File: config.mk
export PLATFORM = sky130hd
export DESIGN_NAME = low_voltage_detect_control
export DESIGN_NICKNAME = d
export VERILOG_FILES = /design/src/verilog/lvd_pkg.sv /design/src/verilog/low_voltage_detect_control.sv /design/src/verilog/lvd_sync.sv
export SDC_FILE = /design/constraint.sdc
export NUM_CORES = 1
export LEC_CHECK = 0
export BUFFER_PORTS_ARGS = -buffer_cell sky130_fd_sc_hd__buf_2
export CAP_MARGIN = 5
export CELL_PAD_IN_SITES_DETAIL_PLACEMENT = 1
export CELL_PAD_IN_SITES_GLOBAL_PLACEMENT = 2
export CORE_MARGIN = 4
export CORE_UTILIZATION = 25
export CTS_CLUSTER_DIAMETER = 150
export DETAILED_ROUTE_END_ITERATION = 12
export PLACE_DENSITY = 0.76
export SKIP_LAST_GASP = 1
export SLEW_MARGIN = 0
export SYNTH_ARGS = -nofsm -noshare
export SYNTH_HDL_FRONTEND = slang
export SYNTH_HIERARCHICAL = 1
export SYNTH_SLANG_ARGS = --single-unit
File: constraint.sdc
create_clock -name ref_clk -period 0.9 [get_ports ref_clk]
set_input_delay 0.09 -clock ref_clk [delete_from_list [all_inputs] [get_ports ref_clk]]
set_output_delay 0.09 -clock ref_clk [all_outputs]
set_load 0.005 [all_outputs]
File: src/verilog/lvd_pkg.sv
// Contract
// - Source-select bit 2 set compares the external sense input, not supply.
// - Action-select bit 1 clear: a detected crossing raises an interrupt request.
// - Detector-on bit 7 enables detection; cleared means no detection.
// - Bit 0 shows the current comparison result for software.
// - Writing 00h or clearing only detector-on stops detection.
// - Any reset forces the detector interrupt mask to 1.
// - In interrupt mode a crossing asserts the irq and sets flags.
// - Disabling while input is below level asserts the irq and request flag.
// - Action-select set: a detected crossing generates an internal reset.
// - A detector reset is recorded in bit 0 of the reset cause register.
// - Supply monitoring level comes from a four-bit field, bits 3 to 0.
package lvd_pkg;
  localparam int          CtlOnBit      = 7;
  localparam int          CtlSrcBit     = 2;
  localparam int          CtlActBit     = 1;
  localparam int          CtlFlagBit    = 0;
  localparam int          IrqReqBit     = 1;
  localparam int          CauseLvdBit   = 0;
  localparam logic [7:0]  CtlReset      = 8'h00;
  localparam logic [3:0]  LevelReset    = 4'h0;
  localparam int          SyncStages    = 3;
  localparam int          ClkPeriodPs   = 5000;
  localparam int          SettleTimeNs  = 10000;
  localparam int          SettleCycles  = (SettleTimeNs * 1000) / ClkPeriodPs;
endpackage

File: src/verilog/low_voltage_detect_control.sv
`timescale 1ns/10ps
`default_nettype none
module low_voltage_detect_control (
  input  wire logic       ref_clk,
  input  wire logic       rst,
  input  wire logic       detector_on,
  input  wire logic       detect_source_select,
  input  wire logic       detect_action_select,
  input  wire logic [3:0] levelSelIn,
  input  wire logic       levelSelWr,
  input  wire logic       maskSet,
  input  wire logic       maskClr,
  input  wire logic       reqClr,
  input  wire logic       causeClr,
  input  wire logic       supplyBelow,
  input  wire logic       senseBelow,
  output logic            level_compare_flag,
  output logic            detect_irq_mask,
  output logic            detect_irq_request_flag,
  output logic            low_voltage_irq,
  output logic            lvdReset,
  output logic            undervoltage_reset_cause,
  output logic [3:0]      detectLevel,
  output logic            useExternal,
  output logic            detectActive
);
  // Synchronised comparator outputs
  logic       supplySync;
  logic       senseSync;
  logic       below;
  // Control group
  logic       on_q;
  logic       on_d;
  logic [3:0] lvl_q;
  logic [3:0] lvl_d;
  // Comparison group
  logic       flag_q;
  logic       flag_d;
  // Event group
  logic       irq_q;
  logic       irq_d;
  logic       rst_q;
  logic       rst_d;
  logic       fall;
  logic       offLow;
  // Software flag group
  logic       mask_q;
  logic       mask_d;
  logic       req_q;
  logic       req_d;
  // Reset cause group
  logic       cause_q;
  logic       cause_d;

  // Sticky flag update; a hardware set wins over a clear in the same cycle
  function automatic logic sticky(input logic setEv, input logic clrEv, input logic cur);
    sticky = setEv | (cur & ~clrEv);
  endfunction

  lvd_sync uSupply (
    .ref_clk (ref_clk),
    .rst     (rst),
    .asyncIn (supplyBelow),
    .syncOut (supplySync)
  );

  lvd_sync uSense (
    .ref_clk (ref_clk),
    .rst     (rst),
    .asyncIn (senseBelow),
    .syncOut (senseSync)
  );

  // Comparator source mux after sync so a source switch never glitches the flag
  assign below = detect_source_select ? senseSync : supplySync;

  // Control group: enable and level field
  always_comb begin
    on_d  = detector_on;
    lvl_d = levelSelWr ? levelSelIn : lvl_q;
  end

  always_ff @(posedge ref_clk or posedge rst) begin
    if (rst) begin
      on_q  <= 1'b0;
      lvl_q <= lvd_pkg::LevelReset;
    end else begin
      on_q  <= on_d;
      lvl_q <= lvl_d;
    end
  end

  // Comparison group: result only while enabled
  always_comb begin
    flag_d = on_q & below;
  end

  always_ff @(posedge ref_clk or posedge rst) begin
    if (rst) begin
      flag_q <= 1'b0;
    end else begin
      flag_q <= flag_d;
    end
  end

  // Event group: crossing and switch-off while below
  always_comb begin
    fall   = on_q & ~flag_q & below;
    offLow = on_q & ~detector_on & below;
    irq_d  = (fall & ~detect_action_select) | offLow;
    rst_d  = fall & detect_action_select;
  end

  always_ff @(posedge ref_clk or posedge rst) begin
    if (rst) begin
      irq_q <= 1'b0;
      rst_q <= 1'b0;
    end else begin
      irq_q <= irq_d;
      rst_q <= rst_d;
    end
  end

  // Software flag group; the detector's own reset masks the irq too
  always_comb begin
    mask_d = sticky(maskSet | rst_q, maskClr, mask_q);
    req_d  = sticky(irq_d, reqClr, req_q);
  end

  always_ff @(posedge ref_clk or posedge rst) begin
    if (rst) begin
      mask_q <= 1'b1;
      req_q  <= 1'b0;
    end else begin
      mask_q <= mask_d;
      req_q  <= req_d;
    end
  end

  // Reset cause group
  always_comb begin
    cause_d = sticky(rst_q, causeClr, cause_q);
  end

  // Cause survives its own reset pulse; software must clear it once after power-up
  always_ff @(posedge ref_clk) begin
    cause_q <= cause_d;
  end

  assign level_compare_flag       = flag_q;
  assign detect_irq_mask          = mask_q;
  assign detect_irq_request_flag  = req_q;
  assign low_voltage_irq          = irq_q & ~mask_q;
  assign lvdReset                 = rst_q;
  assign undervoltage_reset_cause = cause_q;
  assign detectLevel              = lvl_q;
  assign useExternal              = detect_source_select;
  assign detectActive             = on_q;

  flag_tracks_a: assert property (@(posedge ref_clk) disable iff (rst)
    on_q && below |=> flag_q) else $error("flag not set");
  off_no_flag_a: assert property (@(posedge ref_clk) disable iff (rst)
    !on_q |=> !flag_q) else $error("flag while off");
  irq_mode_a: assert property (@(posedge ref_clk) disable iff (rst)
    fall && !detect_action_select |=> irq_q && !rst_q) else $error("no irq");
  reset_mode_a: assert property (@(posedge ref_clk) disable iff (rst)
    fall && detect_action_select |=> rst_q && !irq_q) else $error("no reset");
  off_low_a: assert property (@(posedge ref_clk) disable iff (rst)
    offLow |=> irq_q && req_q) else $error("disable event lost");
  mask_on_reset_a: assert property (@(posedge ref_clk) disable iff (rst)
    rst_q |=> mask_q) else $error("mask not set by detector reset");
  irq_masked_a: assert property (@(posedge ref_clk) disable iff (rst)
    mask_q |-> !low_voltage_irq) else $error("irq passed the mask");
  req_clear_a: assert property (@(posedge ref_clk) disable iff (rst)
    reqClr && !irq_d |=> !req_q) else $error("request flag not cleared");
  rst_pulse_a: assert property (@(posedge ref_clk) disable iff (rst)
    rst_q |=> !rst_q) else $error("reset pulse too long");
  cause_rec_a: assert property (@(posedge ref_clk) disable iff (rst)
    rst_q |=> cause_q) else $error("cause missing");
  src_sel_a: assert property (@(posedge ref_clk) disable iff (rst)
    detect_source_select |-> below == senseSync) else $error("bad source");
  req_set_a: assert property (@(posedge ref_clk) disable iff (rst)
    irq_q |-> req_q) else $error("request flag missed");
  lvl_wr_a: assert property (@(posedge ref_clk) disable iff (rst)
    levelSelWr |=> lvl_q == $past(levelSelIn)) else $error("level not stored");
endmodule
`default_nettype wire

File: src/verilog/lvd_sync.sv
`timescale 1ns/10ps
`default_nettype none
module lvd_sync (
  input  wire logic ref_clk,
  input  wire logic rst,
  input  wire logic asyncIn,
  output logic      syncOut
);
  logic [lvd_pkg::SyncStages-1:0] stage_q;
  logic [lvd_pkg::SyncStages-1:0] stage_d;
  logic                           out_q;
  logic                           out_d;

  // Stage 0 feeds stage 1 only; a change counts when stages 1 and 2 agree
  always_comb begin
    stage_d = {stage_q[lvd_pkg::SyncStages-2:0], asyncIn};
    out_d   = (stage_q[1] == stage_q[2]) ? stage_q[2] : out_q;
  end

  always_ff @(posedge ref_clk or posedge rst) begin
    if (rst) begin
      stage_q <= '0;
      out_q   <= 1'b0;
    end else begin
      stage_q <= stage_d;
      out_q   <= out_d;
    end
  end

  assign syncOut = out_q;
endmodule
`default_nettype wire

-- Word level (Yosys, flattened, before mapping)
Cells that the tools add are included.
- register bits after elaboration: 19
- bits in latches: 0
- bits in writable memories: 0
- bits in read-only memories: 0
- input bits: 16
- output and inout bits: 12
- logic and storage cells: 38
- memories kept: 0
- add/sub/neg operators: 0
- multiply operators: 0
- div/mod/pow operators: 0
- $lt $le $gt $ge: 0
- eq/ne operators: 2
- shift operators: 0
- muxes and demuxes: 1
- bitwise logic cells: 23
- reductions and logical operators: 0
- operators with widths (operator ; count):
    $and A1 B1 Y1 ; 11
    $not A1 Y1 ; 7
    $or A1 B1 Y1 ; 5
    $eq A1 B1 Y1 ; 2
    $mux W1 ; 1

-- Longest topological paths before layout
- depth after elaboration: 6
- gate-level depth with buffers: 2
- gate-level depth less buffers: 2

-- By module
The synthesis kept the hierarchy.
- modules (own cells, without submodules) (module ; times used ; cells an instance ; area an instance (µm²) ; seq. area each (µm²)):
    low_voltage_detect_control ; 1 ; 31 ; 409.1 ; 271.5
    lvd_sync ; 2 ; 6 ; 115.1 ; 100.1

-- Worst setup path after synthesis
No wires, ideal clock.
- kind: register -> register
- start point: reg flag_q (netlist: level_compare_flag)
- end point: reg req_q (netlist: detect_irq_request_flag)
- setup time: 101 ps
- arrival: 763 ps
- required time: 799 ps
- slack: 36 ps
- cell stages (with the launch flop): 3
- path buffers: 0
- clock period less this slack: 864 ps
- path through: dfrtp_1 > o21a_1 > o32ai_1
- cells in the longest elaborated chain, start to end: 6
- ends and longest elaborated chain (element ; RTL line ; text):
    start, declared ; low_voltage_detect_control.sv:37 ; logic flag_q;
    start signal, assigned ; low_voltage_detect_control.sv:102 ; flag_q <= flag_d;
    $not A1 Y1 ; low_voltage_detect_control.sv:108 ; fall = on_q & ~flag_q & below;
    $and A1 B1 Y1 (2 in a row) ; low_voltage_detect_control.sv:108 ;
    $and A1 B1 Y1 ; low_voltage_detect_control.sv:110 ; irq_d = (fall & ~detect_action_select) | offLow;
    $or A1 B1 Y1 ; low_voltage_detect_control.sv:110 ;
    $or A1 B1 Y1 ; low_voltage_detect_control.sv:57 ; sticky = setEv | (cur & ~clrEv);
    named net req_d ; low_voltage_detect_control.sv:50 ; logic req_d;
    end signal, assigned ; low_voltage_detect_control.sv:136 ; req_q <= req_d;
    end, declared ; low_voltage_detect_control.sv:49 ; logic req_q;
The timed path passes the listed nets, and every way through them passes these cells.
A chain may end at the register's enable or synchronous reset.

-- Final worst setup path
- start point: reg mask_q (netlist: detect_irq_mask)
- end point: out low_voltage_irq
- cells in the longest elaborated chain, start to end: 2
- ends and longest elaborated chain (element ; RTL line ; text):
    start, declared ; low_voltage_detect_control.sv:47 ; logic mask_q;
    start signal, assigned ; low_voltage_detect_control.sv:135 ; mask_q <= mask_d;
    $not A1 Y1 ; low_voltage_detect_control.sv:153 ; assign low_voltage_irq = irq_q & ~mask_q;
    $and A1 B1 Y1 ; low_voltage_detect_control.sv:153 ;
    end, declared ; low_voltage_detect_control.sv:20 ; output logic low_voltage_irq,
No other way between the ends.

==> impl_metrics.json <==
{
  "status": "finished, violations left",
  "violations": "negative setup slack",
  "vias": 466,
  "vdd_drop_max_mv": 0.948,
  "cts_max_path_buffers": 2,
  "grt_pass1_wl_um": 2080,
  "hold_viol": 0,
  "worstSetupStartpointType": "register",
  "rsz0062_at_grt": "true",
  "grt_pass1_vias": 490,
  "clock.fmax_mhz": 914,
  "synthTopCellsByArea": "dfrtp_1 (67%), mux2_2 (7.0%), dfstp_2 (4.1%), inv_1 (4.1%), maj3_2 (3.5%)",
  "vias_per_cell": 4.20,
  "hold_end": "detect_irq_mask",
  "final_cell_mix": "buf_2 (27), dfrtp_1 (17), inv_1 (7)",
  "place_worst_setup_slack_ns": -0.0318,
  "yosys_warnings": 6,
  "setup_ws_ns": -0.194,
  "drc": 0,
  "grt_usage_pct": 8.31,
  "die_w_um": 58.6,
  "antenna_found_initial": 0,
  "worstPathRequired_ns": 0.81,
  "port_buffers": 27,
  "hp-class": "primary input to register",
  "arrival_ns": 1.00,
  "yosys.area.top_type_share_pct": 66.5,
  "critical_path_peak_fanout": 3,
  "cts_tree": "built",
  "slew_headroom_pct": 73.8,
  "clock_sinks": 19,
  "hold_depth": 3,
  "drive_above_1_share_pct": 54.3,
  "wl_um": 1270,
  "nets": 98,
  "synth_cells": 43,
  "place_hpwl_um": 949,
  "seq_area_frac_synth_pct": 73.8,
  "setup_viol": 5,
  "overflow": 0,
  "finish.instance_area_um2": 938,
  "core_area_um2": 2450,
  "antenna_left": 0,
  "drt_iter0_markers": 3,
  "critPathKind": "register to output port",
  "fin_skew_ns": 0.00396,
  "drt_pass1_iterations": 2,
  "yosysUniqueCellTypes": 16,
  "power_density_nw_per_um2": 1700,
  "ctsHtreeMaxLevel": 1,
  "ys_seq_elements": 19,
  "dpl_cell_area_um2": 805,
  "min-delay-start": "maskSet",
  "gp_congestion": 0.674,
  "ios": 28,
  "period_share_pct": 122,
  "final_common_cell": "buf_2",
  "timing.rr.start": "level_compare_flag",
  "root_buffer": "clkbuf_4",
  "p_leak_uw": 0.000476,
  "worst-r2r-cell-count": 2,
  "placementRows": 18,
  "antennaDiodeCount": 0,
  "period_needed_ns": 1.09,
  "synth_area_um2": 639,
  "worstSkewPairLatency_ns": 0.29,
  "cts_buffers": 3,
  "reg2reg_slack_ns": -0.02,
  "final_core_util_pct": 38.2,
  "synth_top_cell_by_area": "dfrtp_1",
  "wl_per_cell_um": 11.4,
  "end_kind": "output port",
  "start_util_pct": 26.0,
  "synth_area_per_cell_um2": 14.9,
  "die-area_um2": 3430,
  "syn_nets": 59,
  "drv_cap": 0,
  "dieHeight_um": 58.6,
  "cts.clk_slew.worst_paths_ns": 0.10,
  "drv_slew": 0,
  "synthToLayoutAreaGrowth_pct": 46.8,
  "worst_pin_slew_ns": 0.393,
  "reg2reg_to": "detect_irq_request_flag",
  "grt_max_degree": 11
}
-- worst max path at each step --
stage,start,end
final,detect_irq_mask,low_voltage_irq
after global routing,detect_irq_mask,low_voltage_irq
after CTS,detect_irq_mask,low_voltage_irq
after detailed placement,uSense/syncOut,detect_irq_request_flag
after global placement,uSense/syncOut,detect_irq_request_flag
after floorplan,level_compare_flag,detect_irq_request_flag
-- cells by family after synthesis --
kind of cell               share of synthesized area (%)
AOI/OAI and AO/OA                                   4.50
adders and majority gates                           3.52
buffers and inverters                               5.28
DFF                                                 73.8
muxes                                               8.61
and+or+nand+nor                                     4.31
-- worst max-delay path, cell delays in order (launching register included) --
cell and delay [ns]:
dfstp_2 0.55, nor2b_1 0.05, buf_2 0.12
-- final cells by class --
type                       instances  area [um^2]
tap                               30         37.5
inverter                           7         26.3
sequential                        19          473
clock buffer                       4         26.3
fill                             275         1520
multi-input combinational         16          165
timing repair buffer              35          210
-- timing repair --
action | 4_1_cts | 5_1_grt
pin swaps | 0 | 1
endpoints found under the setup margin | 11 | 15
endpoints found under the hold margin | 22 | 0
buffers inserted | 2 | 0
hold buffers | 6 | 0
gates resized for setup | 1 | 6
-- metrics by stage --
| stage | std cells | hold WS, ns | setup TNS, ns | power (uW) |
|---|---|---|---|---|
| 2_1_floorplan | 43 | -0.144 | 0 | 1050 |
| 3_3_place_gp | 99 | -0.00303 | -0.00302 | 1140 |
| 3_5_place_dp | 99 | -0.00439 | -0.0318 | 1150 |
| 4_1_cts | 111 | 0.00797 | -0.488 | 1610 |
| 5_1_grt | 111 | 0.00378 | -1.03 | 1720 |
| 6_report | 111 | 0.0106 | -0.387 | 1590 |
-- routing by layer --
metal	track usage (%)	share of wire, %	up-vias	routed length (um)
met5	0	0	-	0
met4	2.91	1.1	0	14
met3	4.82	12	2	153
met2	12.8	48	20	615
met1	9.67	38	229	485
li1	-	-	215	-
-- registers in the layout, summed over array words and instances (netlist names) --
name	cells
uSense/syncOut	1
lvdReset	1
detectLevel	4
uSupply/syncOut	1
irq_q	1
level_compare_flag	1
uSupply/stage_q	3
detectActive	1
detect_irq_mask	1
undervoltage_reset_cause	1
uSense/stage_q	3
detect_irq_request_flag	1
-- synthesized netlist by cell type, drive strengths merged --
| cell type | instances |
|---|---|
| a21o | 1 |
| buf | 1 |
| dfrtp | 17 |
| dfstp | 1 |
| dfxtp | 1 |
| inv | 7 |
| maj3 | 2 |
| mux2 | 4 |
| mux2i | 1 |
| nor2 | 2 |
| nor2b | 1 |
| nor3 | 1 |
| nor4b | 1 |
| o21a | 1 |
| o21ai | 1 |
| o32ai | 1 |
-- power by group --
group          total (uW)  internal [uW]  switching, uW  leakage, uW
Combinational         227            134           93.0     0.000238
Sequential            961            923           37.4     0.000223
Clock                 406            172            233    0.0000150
Power figures use the tool's default switching activity.
